**src/rtl/mcap_pkg.sv**
```systemverilog
// Purpose: shared constants for the multichannel converter parallel host port
// Assumes: 100 MHz sys_clk, synchronous active-low reset
// Notes: the host bus pins are asynchronous and are synchronised inside the top module
// Summary of operation
// - The configuration register is loaded at the rising edge of the write strobe while chip select is low.
// - Each low read-strobe period shows one channel result, and its rising edge steps to the next channel.
// - All channels convert in parallel and their results become readable once the conversion time has elapsed after the sample ends.
// - The data bus is two-way: results are driven out during reads and configuration bits are taken in during writes.
// - The channel count is four, six or eight per variant, and the read sequence steps through exactly that many results.
// - The active-low conversion-done output goes low when a conversion completes and high when a new one starts.
// - The rising edge of the sample-convert start input ends sampling and starts converting the captured samples.
// - While power-down is high no new conversion starts, writes and bus drive are refused, and the configuration register contents are kept.
// - Configuration bits 3 and 2 come from data bus bits 1 and 0, and bits 1 and 0 from their own inputs.

package mcap_pkg;

  localparam int DATA_W = 14;
  localparam int CH_MAX = 8;
  localparam int PTR_W = 3;
  localparam int CFG_W = 4;
  localparam logic [CFG_W-1:0] CFG_RST = 4'h0;

  // conversion time, a least time, so the cycle count rounds up
  localparam int CONV_TIME_NS = 3000;
  localparam int CLK_PERIOD_NS = 10;
  localparam int CONV_CYCLES = (CONV_TIME_NS + CLK_PERIOD_NS - 1) / CLK_PERIOD_NS;
  localparam int CNT_W = 9;
  localparam logic [CNT_W-1:0] CONV_LOAD = CNT_W'(CONV_CYCLES);
  localparam logic [CNT_W-1:0] CNT_LAST = 9'h001;

  // synchroniser vector layout
  localparam int SYNC_W = 9;
  localparam int S_CS = 8;
  localparam int S_RD = 7;
  localparam int S_WR = 6;
  localparam int S_CV = 5;
  localparam int S_PD = 4;
  localparam int S_C1 = 3;
  localparam int S_C0 = 2;
  localparam int S_D1 = 1;
  localparam int S_D0 = 0;
  // strobes and start idle high, so no false edge follows reset
  localparam logic [SYNC_W-1:0] SYNC_RST = 9'h1e0;

endpackage : mcap_pkg

```
**src/rtl/mcap_if.sv**
```systemverilog
// Purpose: link between the host port logic and the conversion engine
// Assumes: both ends clocked by sys_clk
// Notes: rdData is combinational from the result store
`timescale 1ns/100ps
`default_nettype none

interface mcap_if;
  logic startStrobe;
  logic busy;
  logic done;
  logic [mcap_pkg::PTR_W-1:0] rdIdx;
  logic [mcap_pkg::DATA_W-1:0] rdData;

  modport port (output startStrobe, output rdIdx, input busy, input done, input rdData);
  modport conv (input startStrobe, input rdIdx, output busy, output done, output rdData);
endinterface : mcap_if

`default_nettype wire

```
**src/rtl/mcap_port.sv**
```systemverilog
// Purpose: parallel host port of a simultaneous-sampling multichannel converter
// Assumes: host pins are asynchronous to sys_clk; strobes low for several cycles
// Notes: NUM_CH is the variant channel count, 4, 6 or 8
`timescale 1ns/100ps
`default_nettype none

module mcap_port #(
  parameter int NUM_CH = 8
) (
  input wire logic sys_clk,
  input wire logic resetn,
  input wire logic chipSelN,
  input wire logic readN,
  input wire logic writeN,
  input wire logic sample_convert_start,
  input wire logic power_down_in,
  input wire logic cfg_bit_1,
  input wire logic cfg_bit_0,
  input wire logic [mcap_pkg::DATA_W-1:0] dataIn,
  output logic [mcap_pkg::DATA_W-1:0] dataOut,
  output logic dataOe,
  output logic eocN,
  output logic [mcap_pkg::CFG_W-1:0] cfgOut,
  output logic lowPower,
  input wire logic [NUM_CH*mcap_pkg::DATA_W-1:0] chanSampleIn
);

  localparam logic [mcap_pkg::PTR_W-1:0] PTR_LAST = mcap_pkg::PTR_W'(NUM_CH - 1);
  localparam logic [mcap_pkg::PTR_W-1:0] PTR_ONE = 3'h1;

  typedef struct packed {
    logic [mcap_pkg::SYNC_W-1:0] s1;
    logic [mcap_pkg::SYNC_W-1:0] s2;
    logic [mcap_pkg::SYNC_W-1:0] prev;
    logic [mcap_pkg::CFG_W-1:0] cfg;
    logic [mcap_pkg::PTR_W-1:0] ptr;
    logic [mcap_pkg::DATA_W-1:0] dataOut;
    logic dataOe;
  } mcap_port_st_t;

  localparam mcap_port_st_t ST_RST = '{
    s1: mcap_pkg::SYNC_RST,
    s2: mcap_pkg::SYNC_RST,
    prev: mcap_pkg::SYNC_RST,
    cfg: mcap_pkg::CFG_RST,
    ptr: '0,
    dataOut: '0,
    dataOe: 1'b0
  };

  mcap_port_st_t q;
  mcap_port_st_t d;

  mcap_if cv ();

  logic [mcap_pkg::SYNC_W-1:0] pinVec;
  logic csLow;
  logic rdLow;
  logic rdRise;
  logic wrRise;
  logic cvRise;
  logic pdOn;
  logic startAcc;
  logic cfgWrite;
  logic rdStep;

  assign pinVec = {chipSelN, readN, writeN, sample_convert_start, power_down_in,
                   cfg_bit_1, cfg_bit_0, dataIn[1], dataIn[0]};

  // edges are taken from the second stage against the third, never from the first
  assign csLow = !q.s2[mcap_pkg::S_CS];
  assign rdLow = !q.s2[mcap_pkg::S_RD];
  assign rdRise = q.s2[mcap_pkg::S_RD] && !q.prev[mcap_pkg::S_RD];
  assign wrRise = q.s2[mcap_pkg::S_WR] && !q.prev[mcap_pkg::S_WR];
  assign cvRise = q.s2[mcap_pkg::S_CV] && !q.prev[mcap_pkg::S_CV];
  assign pdOn = q.s2[mcap_pkg::S_PD];

  // a start during a running conversion or in power-down is dropped
  assign startAcc = cvRise && !pdOn && !cv.busy;
  // the host holds chip select across the strobe edge
  assign cfgWrite = wrRise && csLow && !pdOn;
  assign rdStep = rdRise && csLow && !startAcc;

  always_comb begin
    d = q;
    d.s1 = pinVec;
    d.s2 = q.s1;
    d.prev = q.s2;

    if (cfgWrite) begin
      d.cfg = {q.s2[mcap_pkg::S_D1], q.s2[mcap_pkg::S_D0],
               q.s2[mcap_pkg::S_C1], q.s2[mcap_pkg::S_C0]};
    end

    if (startAcc) begin
      d.ptr = '0;
    end else if (rdStep) begin
      if (q.ptr == PTR_LAST) begin
        d.ptr = '0;
      end else begin
        d.ptr = q.ptr + PTR_ONE;
      end
    end

    // bus driven only while the host reads; otherwise it is left to the host
    d.dataOe = csLow && rdLow && !pdOn;
    d.dataOut = cv.rdData;
  end

  always_ff @(posedge sys_clk) begin
    if (!resetn) begin
      q <= ST_RST;
    end else begin
      q <= d;
    end
  end

  assign cv.startStrobe = startAcc;
  assign cv.rdIdx = q.ptr;

  mcap_conv #(
    .NUM_CH(NUM_CH)
  ) u_conv (
    .sys_clk(sys_clk),
    .resetn(resetn),
    .chanSampleIn(chanSampleIn),
    .cv(cv.conv)
  );

  assign dataOut = q.dataOut;
  assign dataOe = q.dataOe;
  assign eocN = !cv.done;
  assign cfgOut = q.cfg;
  assign lowPower = pdOn;

  a_cfg_capture: assert property (@(posedge sys_clk) disable iff (!resetn)
    cfgWrite |=> cfgOut == {$past(q.s2[mcap_pkg::S_D1]), $past(q.s2[mcap_pkg::S_D0]),
                            $past(q.s2[mcap_pkg::S_C1]), $past(q.s2[mcap_pkg::S_C0])})
    else $error("configuration not loaded from the bus");

  a_cfg_steady: assert property (@(posedge sys_clk) disable iff (!resetn)
    !cfgWrite |=> $stable(cfgOut))
    else $error("configuration changed without a write");

  a_ptr_step: assert property (@(posedge sys_clk) disable iff (!resetn)
    (rdStep && (q.ptr != PTR_LAST)) |=> q.ptr == $past(q.ptr) + PTR_ONE)
    else $error("read strobe did not step to the next channel");

  a_ptr_wrap: assert property (@(posedge sys_clk) disable iff (!resetn)
    (rdStep && (q.ptr == PTR_LAST)) |=> q.ptr == '0)
    else $error("read sequence did not wrap after the last channel");

  a_ptr_range: assert property (@(posedge sys_clk) disable iff (!resetn)
    q.ptr <= PTR_LAST)
    else $error("channel pointer beyond channel count");

  a_bus_drive: assert property (@(posedge sys_clk) disable iff (!resetn)
    dataOe |-> $past(csLow) && $past(rdLow) && !$past(pdOn))
    else $error("bus driven outside a read");

  a_ptr_restart: assert property (@(posedge sys_clk) disable iff (!resetn)
    startAcc |=> (q.ptr == '0) ##1 (q.ptr == '0) || $past(rdStep))
    else $error("pointer not at channel zero after start");

  a_pd_hold: assert property (@(posedge sys_clk) disable iff (!resetn)
    pdOn |=> $stable(cfgOut) && (!cv.busy || $past(cv.busy)))
    else $error("configuration lost or conversion begun in power-down");

  a_start_conv: assert property (@(posedge sys_clk) disable iff (!resetn)
    startAcc |=> cv.busy && eocN ##1 cv.busy [*3])
    else $error("start edge did not begin a conversion");

  a_eoc_rise: assert property (@(posedge sys_clk) disable iff (!resetn)
    $rose(eocN) |-> $past(startAcc))
    else $error("done output rose without a new start");

  // a running conversion is never restarted, so its results cannot be cut short
  a_start_idle: assert property (@(posedge sys_clk) disable iff (!resetn)
    cv.startStrobe |-> !cv.busy)
    else $error("start passed to a busy engine");

  a_start_pd: assert property (@(posedge sys_clk) disable iff (!resetn)
    (cvRise && pdOn && !cv.busy) |=> !cv.busy)
    else $error("conversion begun in power-down");

  a_wr_refused: assert property (@(posedge sys_clk) disable iff (!resetn)
    (wrRise && pdOn) |=> $stable(cfgOut))
    else $error("configuration written in power-down");

  a_oe_pd: assert property (@(posedge sys_clk) disable iff (!resetn)
    pdOn |=> !dataOe)
    else $error("bus driven in power-down");

  a_bus_release: assert property (@(posedge sys_clk) disable iff (!resetn)
    (!csLow || !rdLow) |=> !dataOe)
    else $error("bus not released after the read");

  a_bus_read: assert property (@(posedge sys_clk) disable iff (!resetn)
    (csLow && rdLow && !pdOn) |=> dataOe)
    else $error("bus not driven during a read");

  a_ptr_hold: assert property (@(posedge sys_clk) disable iff (!resetn)
    (!rdStep && !startAcc) |=> $stable(q.ptr))
    else $error("channel pointer moved without a read edge");

  a_busy_eoc: assert property (@(posedge sys_clk) disable iff (!resetn)
    cv.busy |-> eocN)
    else $error("done output low during a conversion");

  a_eoc_fall: assert property (@(posedge sys_clk) disable iff (!resetn)
    $fell(eocN) |-> $past(cv.busy) && !cv.busy)
    else $error("done output fell without a finished conversion");

  a_eoc_hold: assert property (@(posedge sys_clk) disable iff (!resetn)
    (!eocN && !startAcc) |=> !eocN)
    else $error("done output rose without a start");

endmodule // mcap_port

`default_nettype wire

```
**src/rtl/mcap_conv.sv**
```systemverilog
// Purpose: parallel conversion engine with per-channel hold and result store
// Assumes: samples arrive in the sys_clk domain and are steady around the start strobe
// Notes: a start while busy is not accepted by the port logic
`timescale 1ns/100ps
`default_nettype none

module mcap_conv #(
  parameter int NUM_CH = 8
) (
  input wire logic sys_clk,
  input wire logic resetn,
  input wire logic [NUM_CH*mcap_pkg::DATA_W-1:0] chanSampleIn,
  mcap_if.conv cv
);

  typedef struct packed {
    logic busy;
    logic done;
    logic [mcap_pkg::CNT_W-1:0] cnt;
    logic [NUM_CH-1:0][mcap_pkg::DATA_W-1:0] held;
    logic [NUM_CH-1:0][mcap_pkg::DATA_W-1:0] result;
  } mcap_conv_st_t;

  mcap_conv_st_t q;
  mcap_conv_st_t d;
  logic [mcap_pkg::CNT_W:0] busyLen;

  always_comb begin
    d = q;
    if (cv.startStrobe) begin
      // every channel is captured in the same cycle, then converted together
      d.busy = 1'b1;
      d.done = 1'b0;
      d.cnt = mcap_pkg::CONV_LOAD;
      d.held = chanSampleIn;
    end else if (q.busy) begin
      if (q.cnt == mcap_pkg::CNT_LAST) begin
        d.busy = 1'b0;
        d.done = 1'b1;
        d.result = q.held;
      end else begin
        d.cnt = q.cnt - mcap_pkg::CNT_LAST;
      end
    end
  end

  always_ff @(posedge sys_clk) begin
    if (!resetn) begin
      q <= '0;
    end else begin
      q <= d;
    end
  end

  assign cv.busy = q.busy;
  assign cv.done = q.done;
  assign cv.rdData = q.result[cv.rdIdx];

  // helper: length of the current busy stretch
  always_ff @(posedge sys_clk) begin
    if (!resetn) begin
      busyLen <= '0;
    end else if (cv.startStrobe) begin
      busyLen <= '0;
    end else if (q.busy) begin
      busyLen <= busyLen + 10'h001;
    end
  end

  a_conv_time: assert property (@(posedge sys_clk) disable iff (!resetn)
    $fell(q.busy) |-> (busyLen == 10'(mcap_pkg::CONV_CYCLES)) && q.done)
    else $error("conversion length differs from the conversion time");

  a_done_result: assert property (@(posedge sys_clk) disable iff (!resetn)
    $rose(q.done) |-> $past(q.busy) && !q.busy && (q.result == $past(q.held)))
    else $error("done raised without a finished conversion");

endmodule // mcap_conv

`default_nettype wire

```
**config.mk**
```make
export PLATFORM = sky130hd
export DESIGN_NAME = mcap_port
export DESIGN_NICKNAME = d
export VERILOG_FILES = /design/src/rtl/mcap_pkg.sv /design/src/rtl/mcap_if.sv /design/src/rtl/mcap_port.sv /design/src/rtl/mcap_conv.sv
export SDC_FILE = /design/constraint.sdc
export NUM_CORES = 1
export LEC_CHECK = 0
export ABC_AREA = 1
export BUFFER_PORTS_ARGS = -buffer_cell sky130_fd_sc_hd__buf_2
export CELL_PAD_IN_SITES_DETAIL_PLACEMENT = 2
export CELL_PAD_IN_SITES_GLOBAL_PLACEMENT = 2
export CORE_ASPECT_RATIO = 1.5
export CORE_MARGIN = 2
export CORE_UTILIZATION = 32
export DETAILED_ROUTE_END_ITERATION = 10
export PLACE_DENSITY_LB_ADDON = 0.1
export SYNTH_ARGS = -nofsm -noshare
export SYNTH_HDL_FRONTEND = slang
export SYNTH_HIERARCHICAL = 1
export SYNTH_SLANG_ARGS = --single-unit
export TNS_END_PERCENT = 5
```
**constraint.sdc**
```tcl
create_clock -name sys_clk -period 2.72 [get_ports sys_clk]
set_clock_uncertainty 0.2 [all_clocks]
set_input_delay 0.544 -clock sys_clk [delete_from_list [all_inputs] [get_ports sys_clk]]
set_output_delay 0.544 -clock sys_clk [all_outputs]
set_load 0.01 [all_outputs]
```
* Yosys cells after proc, flatten, opt, wreduce, memory -nomap -nowiden *
Cells that the tools add are included.

storage, ports and cells
  output and inout bits = 21
  register bits after elaboration = 283

operators by class
  $lt $le $gt $ge = 1
  add/sub/neg operators = 2
  reduce and logical (&&, ||, !) cells = 26
  mux-type cells = 7
  bitwise gates (word level) = 3
  equal/unequal tests = 3

operators with widths
  kind                                                  count
  binary-select mux 14 bit (select 3 bit)               1
  two-way mux 11 bit                                    2
  two-way mux 14 bit                                    1
  logical AND 1 bit                                     11
  equality test 9 x 1 -> 1 bit (second input constant)  1
  logical NOT 1 bit                                     9
  two-way mux 9 bit                                     1
  subtractor 9 x 1 -> 9 bit (second input constant)     1
  AND reduction 2 bit                                   3
  < comparator 3 x 4 -> 1 bit (second input constant)   1
  adder 3 x 1 -> 3 bit (second input constant)          1
  equality test 3 bit (second input constant)           1
  two-way mux 3 bit                                     1
  NOT 1 bit                                             3
  AND reduction 3 bit                                   1
  two-way mux 2 bit                                     1
  inequality test 2 bit (second input constant)         1
  nonzero test 2 bit                                    1
  OR reduction 2 bit                                    1

* Logic depth before layout (Yosys ltp) *
Gate-level depths: netlist of run 1.

  depth in word-level cells = 6
  gate-level depth with buffers = 12

* Modules after synthesis *
Netlist of run 1, hierarchy kept.

by module, submodules not included
  module     times used  cells each  seq. area each (um^2)  area each (um^2)
  mcap_conv  1           1241        4704.5                 9202.6
  mcap_port  1           176         860.8                  1510.2

* Worst setup path before layout of run 1 *
OpenSTA, ideal clock, no wires.

  path kind = reg2reg
  from = reg q (netlist bit lowPower)
  to = reg u_conv/q[140] (netlist bit)
  clock period less this slack = 1.937 ns
  slack = 0.783 ns
  arrival = 1.622 ns
  setup time = 0.116 ns
  cell stages (with the launch flop) = 12
  path through = dfxtp_1 > nor2_1 > nand2_2 > inv_1 > buf_2 > buf_2 > inv_1 > buf_4 > buf_2 > buf_2 > nor2_1 > nor2_1

on the way
  cells in the longest elaborated chain, start to end = 3

RTL lines
  element                          RTL line          RTL
  start, declared                  mcap_port.sv:51   mcap_port_st_t q;
  start signal, assigned           mcap_port.sv:112  q <= ST_RST;
  start signal, assigned           mcap_port.sv:114  q <= d;
  logical NOT 1 bit                mcap_port.sv:79   assign startAcc = cvRise && !pdOn && !cv.busy;
  logical AND 1 bit (2 in series)  mcap_port.sv:79
  named net cv.startStrobe         mcap_if.sv:8      logic startStrobe;
  end signal, assigned             mcap_conv.sv:49   q <= '0;
  end signal, assigned             mcap_conv.sv:51   q <= d;
  end, declared                    mcap_conv.sv:24   mcap_conv_st_t q;

The timed path passes the listed nets, and every way through them passes these cells.
A chain may end at the register's enable or synchronous reset.

* Worst setup path after layout of run 1 *
  from = reg q (netlist bit cv.rdIdx[1])
  to = reg q (netlist bit dataOut[9])

on the way
  cells in the longest elaborated chain, start to end = 2

RTL lines
  element                                   RTL line         RTL
  binary-select mux 14 bit (select 3 bit)   mcap_conv.sv:57  assign cv.rdData = q.result[cv.rdIdx];
  two-way mux 14 bit (implied by the code)  mcap_conv.sv:57
  named net cv.rdData, one bit              mcap_if.sv:12    logic [mcap_pkg::DATA_W-1:0] rdData;

The timed path passes the listed nets, and every way through them passes these cells. The select of a mux whose other input is x is not followed.

==> impl_metrics.env, run 1 <==
export IMPL_status="finished clean"
export IMPL_cp_slowest_stage_delay_ns=0.67
export IMPL_synth_ff_type="dfxtp_1"
export IMPL_ant_nets=0
export IMPL_synth_area_leaders="dfxtp_1, nor2_1, o21ai_0"
export IMPL_clk_path_buf_depth=3
export IMPL_top_layer="met4"
export IMPL_rsz0062_at_grt="no"
export IMPL_fp_dieW_um=153.4
export IMPL_core_area_mm2=0.03324
export IMPL_path_max_fanout=28
export IMPL_cap_violations=0
export IMPL_final_area_mm2=0.01324
export IMPL_finalSetupViolations=0
export IMPL_fp_row_count=82
export IMPL_end_kind="flop"
export IMPL_numCtsBuffers=29
export IMPL_holdWs_ns=0.01306
export IMPL_clk_latency_ns=0.57
export IMPL_cp_endpoint="dataOut[9]"
export IMPL_met3_length_um=979
export IMPL_num_antenna_cells=0
export IMPL_drt_total_wl_um=35460
export IMPL_antenna_found_initial=0
export IMPL_grt_overflow=0
export IMPL_synth_adder_area_share_pct=0.4672
export IMPL_drcViolationCount=0
export IMPL_viasPerCell=4.916
export IMPL_dr_pass1_iters=4
export IMPL_drtIter0Drc=353
export IMPL_die_area_mm2=0.03499
export IMPL_pin_count=156
export IMPL_synth_top_family_by_area="simple AND/OR/NAND/NOR gates"
export IMPL_synth_top_cell_area_share_pct=51.95
export IMPL_clkSlewWorstSetupHoldPaths_ns=0.06
export IMPL_wl_met1_um=15130
export IMPL_start_util_pct=32.23
export IMPL_portBuffers=143
export IMPL_yosys_area_share_simple_pct=22.07
export IMPL_cts_sinks=278
export IMPL_grt_usage_pct=20.07
export IMPL_p_per_area_mw_per_mm2=656.1
export IMPL_finalPower_mw=8.684
export IMPL_root_buffer="clkbuf_16"
export IMPL_r2r_setup_slack_ns=0.57
export IMPL_synth_compound_area_share_pct=16.84
export IMPL_yosys_area_top_type="dfxtp_1"
export IMPL_startpoint="cv.rdIdx[1]"
export IMPL_synth_edf_count=0
export IMPL_required_ns=3.03
export IMPL_tightest_slew_ns=0.5958
export IMPL_grt_max_degree=81
export IMPL_syn_nets=1556
export IMPL_seq_area_frac_synth_pct=51.95
export IMPL_ys_types=26
export IMPL_synth_xor_area_share_pct=0.2453
export IMPL_yosys_register_bits=278
export IMPL_routabilityCongestion=0.7544
export IMPL_finalHoldViolCount=0
export IMPL_cts_repair_resized=0
export IMPL_async_reset_ff_share_pct=0
export IMPL_fmax_mhz=464.8
export IMPL_yosys_warnings=6
export IMPL_hpwl_um=23310
export IMPL_worstReg2RegEnd="dataOut[9]"
export IMPL_die_y_um=228.1
export IMPL_crit_slowest_cell="dfxtp_1"
export IMPL_fin_crit_sh_pct=79.10
export IMPL_leakage_nw=5.636
export IMPL_layout_nets=1692
export IMPL_area_growth_pct=23.56
export IMPL_synthCells=1417
export IMPL_fin_setup_tns_ns=0
export IMPL_postSynthAreaPerCell_um2=7.560
export IMPL_crit_type="flop to flop"
export IMPL_start_kind="flop"
export IMPL_wl_per_cell_um=17.78
export IMPL_wl_met2_um=18710
export IMPL_worstPathArrival_ns=2.47
export IMPL_hp_class="input port to flop"
export IMPL_vias=9807
export IMPL_placement_cell_area_mm2=0.01171
export IMPL_grt_pass1_vias=10558
export IMPL_rr_startpoint="cv.rdIdx[1]"
export IMPL_grt_pass1_wl_um=57260
export IMPL_r2r_cells=6
export IMPL_ir_drop_uv=446.0
export IMPL_relSlewSlack_pct=60.28
export IMPL_drive_above_1_share_pct=14.86
export IMPL_muxShareOfSynthArea_pct=0
export IMPL_final_max_slew_viol_count=0
export IMPL_syn_area_mm2=0.01071
export IMPL_cp_cell_sequence="inv_2 > a21oi_1 > o21ai_0 > a31oi_1 > nand2_1 > inv_1"
export IMPL_cts_tree="yes"
export IMPL_period_minus_slack_ns=2.151
export IMPL_htree_levels=1
## state kept, by name, indices dropped and copies added, names as in the netlist, 3 cells and up
signal and count:
q 3, cfgOut 4, u_conv/q 233, dataOut 14, d 17, cv.rdIdx 3
## how the worst min path moves through the flow
stage	startpoint	endpoint	depth (start not counted)
after floorplan	d[36]	d[27]	1
final	chanSampleIn[84]	u_conv/q[196]	3
after detailed placement	d[37]	d[28]	1
after global routing	chanSampleIn[62]	u_conv/q[174]	3
after global placement	d[37]	d[28]	1
after CTS	chanSampleIn[47]	u_conv/q[159]	3
## cells in the final DEF, fill, tap and decap left out
| master | netlist | final |
|---|---|---|
| xor2_1 | 2 | 2 |
| inv_4 | 0 | 1 |
| nand2_1 | 182 | 182 |
| nor3_2 | 1 | 1 |
| nor2_2 | 3 | 2 |
| or2_1 | 7 | 7 |
| buf_4 | 20 | 17 |
| inv_6 | 0 | 1 |
| a31oi_1 | 14 | 14 |
| nor2_4 | 0 | 1 |
| nor3_4 | 1 | 1 |
| nor2_1 | 280 | 280 |
| clkinv_2 | 0 | 8 |
| o21ai_0 | 171 | 171 |
| clkbuf_1 | 76 | 4 |
| clkinvlp_4 | 0 | 2 |
| dfxtp_1 | 278 | 277 |
| nand4_1 | 3 | 3 |
| xnor2_1 | 1 | 1 |
| nor3_1 | 1 | 1 |
| nand2_2 | 4 | 4 |
| buf_12 | 0 | 9 |
| dlygate4sd3_1 | 0 | 57 |
| a22oi_1 | 32 | 32 |
| nand3_1 | 96 | 96 |
| a21oi_1 | 124 | 124 |
| inv_1 | 89 | 86 |
| buf_2 | 22 | 142 |
| ha_1 | 4 | 4 |
| clkbuf_16 | 0 | 29 |
| dfxtp_2 | 0 | 1 |
| clkbuf_8 | 0 | 7 |
| inv_2 | 2 | 4 |
| or2_2 | 2 | 2 |
| bufinv_16 | 0 | 2 |
## logic make-up (layout without fill, tap and decap cells)
group,after synthesis,after routing
simple gates,580,580
compound gates,341,341
flops,278,278
buf+inv,211,369
fa+ha+maj,4,4
xor+xnor,3,3
## critical path, delay by kind of cell (launching register included)
kind | cells | cell delay (ns)
buffers and inverters | 2 | 0.48
AO/OA/AOI/OAI | 3 | 0.65
AND/OR/NAND/NOR | 1 | 0.10
flip-flops | 1 | 0.67
## cell usage after synthesis, types with 2 or more instances
cell type  number
a21oi_1       124
a22oi_1        32
a31oi_1        14
buf_2          22
buf_4          20
clkbuf_1       76
dfxtp_1       278
ha_1            4
inv_1          89
inv_2           2
nand2_1       182
nand2_2         4
nand3_1        96
nand4_1         3
nor2_1        280
nor2_2          3
o21ai_0       171
or2_1           7
or2_2           2
xor2_1          2
## cell type report
| class | instances | area (um^2) |
|---|---|---|
| clock inverters | 13 | 123.9 |
| clock buffers | 40 | 837.1 |
| fillers | 3842 | 20010 |
| repair buffers | 225 | 1589 |
| inverters | 91 | 344.1 |
| multi-input cells | 928 | 4250 |
| well taps | 420 | 525.5 |
| flip-flops and latches | 278 | 5567 |
## metrics by stage
step | util [%] | cells | setup slack (ns)
2_1_floorplan | - | 1417 | 0.7827
4_1_cts | 39.82 | 1995 | 0.5194
3_3_place_gp | 35.21 | 1885 | 0.5584
6_report | 39.82 | 1995 | 0.5686
3_5_place_dp | 35.21 | 1885 | 0.5291
5_1_grt | 39.82 | 1995 | 0.3451
## report_power, final
part           switching, mW  internal, mW  total, mW
combinational          0.266         0.202      0.468
sequential            0.0442          4.15       4.19
clock                   1.69          2.33       4.02
total                   2.00          6.69       8.68
## layer usage
layer / vias up / global-route usage [%]
li1: 4856 / -
met2: 131 / 37.79
met3: 38 / 2.071
met4: 0 / 4.817
met1: 4782 / 24.26
met5: - / 0
## what timing repair did
item | in CTS | in global routing
buffers inserted | 0 | 0
hold buffers | 57 | 0
endpoints found under the hold margin | 57 | 0
No activity file was read; power rests on OpenSTA's default activity.
==> run 2, diff against run 1 <==
==> constraint.sdc (replaced) <==
create_clock -name sys_clk -period 2.1 [get_ports sys_clk]
set_clock_uncertainty 0.2 [all_clocks]
set_input_delay 0.42 -clock sys_clk [delete_from_list [all_inputs] [get_ports sys_clk]]
set_output_delay 0.42 -clock sys_clk [all_outputs]
set_load 0.01 [all_outputs]
==> run 2 against run 1 <==
  * Design area up 6.3%
  * Critical path type unchanged
  * Sequential power grew 30%
  * Flip-flop and latch count unchanged
  * Clock power grew 29%
  * Highest routed layer unchanged
  * Largest power group unchanged
  * Sequential share of layout area down 2.5 points
  * Count of clock-buffer cells in the layout is 3 higher
==> impl_metrics.env, run 2 (synthesized netlist as in run 1, its figures left out) <==
export IMPL_fin_setup_tns_ns=0
export IMPL_drive_above_1_share_pct=14.97
export IMPL_root_buffer="clkbuf_16"
export IMPL_crit_type="flop to flop"
export IMPL_r2r_setup_slack_ns=0.18
export IMPL_grt_usage_pct=21.97
export IMPL_htree_levels=1
export IMPL_clkSlewWorstSetupHoldPaths_ns=0.07
export IMPL_final_util_pct=42.33
export IMPL_status="finished clean"
export IMPL_core_area_mm2=0.03324
export IMPL_final_cell_mix="nor2_1, dfxtp_1, nand2_1, o21ai_0, buf_2"
export IMPL_start_util_pct=32.23
export IMPL_whs_endpoint="d[30]"
export IMPL_clk_latency_ns=0.57
export IMPL_layout_nets=1775
export IMPL_wl_per_cell_um=18.73
export IMPL_portBuffers=143
export IMPL_hpwl_um=23830
export IMPL_worstReg2RegEnd="dataOut[8]"
export IMPL_grt_max_degree=83
export IMPL_tightest_slew_ns=0.5521
export IMPL_relSlewSlack_pct=63.14
export IMPL_antenna_found_initial=0
export IMPL_period_minus_slack_ns=1.922
export IMPL_leakage_nw=6.005
export IMPL_path_buf_inv=2
export IMPL_final_max_slew_viol_count=0
export IMPL_grt_overflow=0
export IMPL_holdWs_ns=0.2268
export IMPL_hp_class="flop to flop"
export IMPL_cp_top_family="compound AO/OA/AOI/OAI gates"
export IMPL_pin_count=156
export IMPL_rsz0062_at_grt="no"
export IMPL_rr_startpoint="cv.rdIdx[1]"
export IMPL_grt_pass1_wl_um=62210
export IMPL_end_kind="flop"
export IMPL_die_area_mm2=0.03499
export IMPL_viasPerCell=4.922
export IMPL_cts_sinks=278
export IMPL_largest_reg_flops=233
export IMPL_area_growth_pct=31.34
export IMPL_fp_row_count=82
export IMPL_ant_nets=0
export IMPL_holdPathStages=1
export IMPL_vias=10223
export IMPL_drt_total_wl_um=38910
export IMPL_grt_pass1_vias=11417
export IMPL_cp_slowest_stage_delay_ns=0.45
export IMPL_fmax_mhz=520.4
export IMPL_dr_pass1_iters=4
export IMPL_cp_common_cell="o21ai_0"
export IMPL_finalSetupViolations=0
export IMPL_required_ns=2.41
export IMPL_worstPathArrival_ns=2.23
export IMPL_finalHoldViolCount=0
export IMPL_final_common_cell="nor2_1"
export IMPL_ir_drop_uv=549.8
export IMPL_numCtsBuffers=29
export IMPL_clk_path_buf_depth=3
export IMPL_fin_crit_sh_pct=91.51
export IMPL_p_per_area_mw_per_mm2=807.1
export IMPL_path_max_fanout=13
export IMPL_regMostFlops="u_conv/q"
export IMPL_cts_tree="yes"
export IMPL_drcViolationCount=0
export IMPL_drtIter0Drc=425
export IMPL_cp_cell_sequence="buf_4 > o21ai_0 > o21ai_0 > a21oi_1 > a31oi_1 > nand2_1 > inv_1"
export IMPL_fp_dieW_um=153.4
export IMPL_r2r_cells=7
export IMPL_fill_cells=3803
export IMPL_min_delay_start="d[39]"
export IMPL_start_kind="flop"
export IMPL_die_y_um=228.1
export IMPL_register_area_mm2=0.005567
export IMPL_num_antenna_cells=0
export IMPL_crit_slowest_cell="dfxtp_1"
export IMPL_multi_input_area_mm2=0.004253
export IMPL_cap_violations=0
export IMPL_routabilityCongestion=0.7364
run 2: changes by cell type in the layout (fill, tap and decap cells not counted), moves of 2 or more:
cell | previous run | this run
clkinv_2 | 8 | 6
clkinvlp_4 | 2 | 0
clkbuf_1 | 4 | 8
dlygate4sd3_1 | 57 | 122
buf_4 | 17 | 30
buf_12 | 9 | 11
run 2: final cells by class:
type | count | area share, %
clock buffer | 43 | 5.958
clock inverter | 9 | 0.7025
inverter | 91 | 2.463
multi-input combinational | 928 | 30.23
sequential | 278 | 39.56
tap | 420 | 3.735
timing repair buffer | 308 | 17.35
run 2: metrics by stage:
stage	power [mW]	area, um^2	worst slack [ns]	instances
finish	11.36	14070	0.1784	2077
global route	11.79	14070	0.02559	2077
CTS	11.48	14010	0.1061	2074
detailed placement	6.107	11860	0.1237	1900
global placement	6.087	11860	0.2098	1900
floorplan	5.822	10710	0.1627	1417
run 2: report_power, final:
group	switching [mW]	leakage (nW)	internal (mW)	total, mW
combinational	0.384	3.29	0.360	0.744
sequential	0.0637	2.25	5.38	5.44
clock	2.18	0.466	2.99	5.17
run 2: metal layers:
| metal | vias up | global-route usage [%] | wire (um) |
|---|---|---|---|
| met5 | - | 0 | 0 |
| met4 | 0 | 7.081 | 1146 |
| li1 | 5021 | - | - |
| met2 | 158 | 41.94 | 21080 |
| met1 | 4984 | 25.49 | 15780 |
| met3 | 60 | 2.014 | 903 |
run 2: worst max-delay path by stage:
stage	from	to	depth (start not counted)
global route	d[27]	u_conv/q[199]	9
floorplan	lowPower	u_conv/q[140]	11
detailed placement	d[27]	u_conv/q[25]	8
CTS	d[27]	u_conv/q[15]	8
global placement	u_conv/cv.busy	u_conv/q[2]	7
finish	cv.rdIdx[1]	dataOut[8]	7
run 2: what timing repair did:
action	4_1_cts	5_1_grt
resized for setup	0	5
endpoints found under the setup margin	0	113
endpoints found under the hold margin	124	0
hold buffers	122	0
setup buffers	0	2
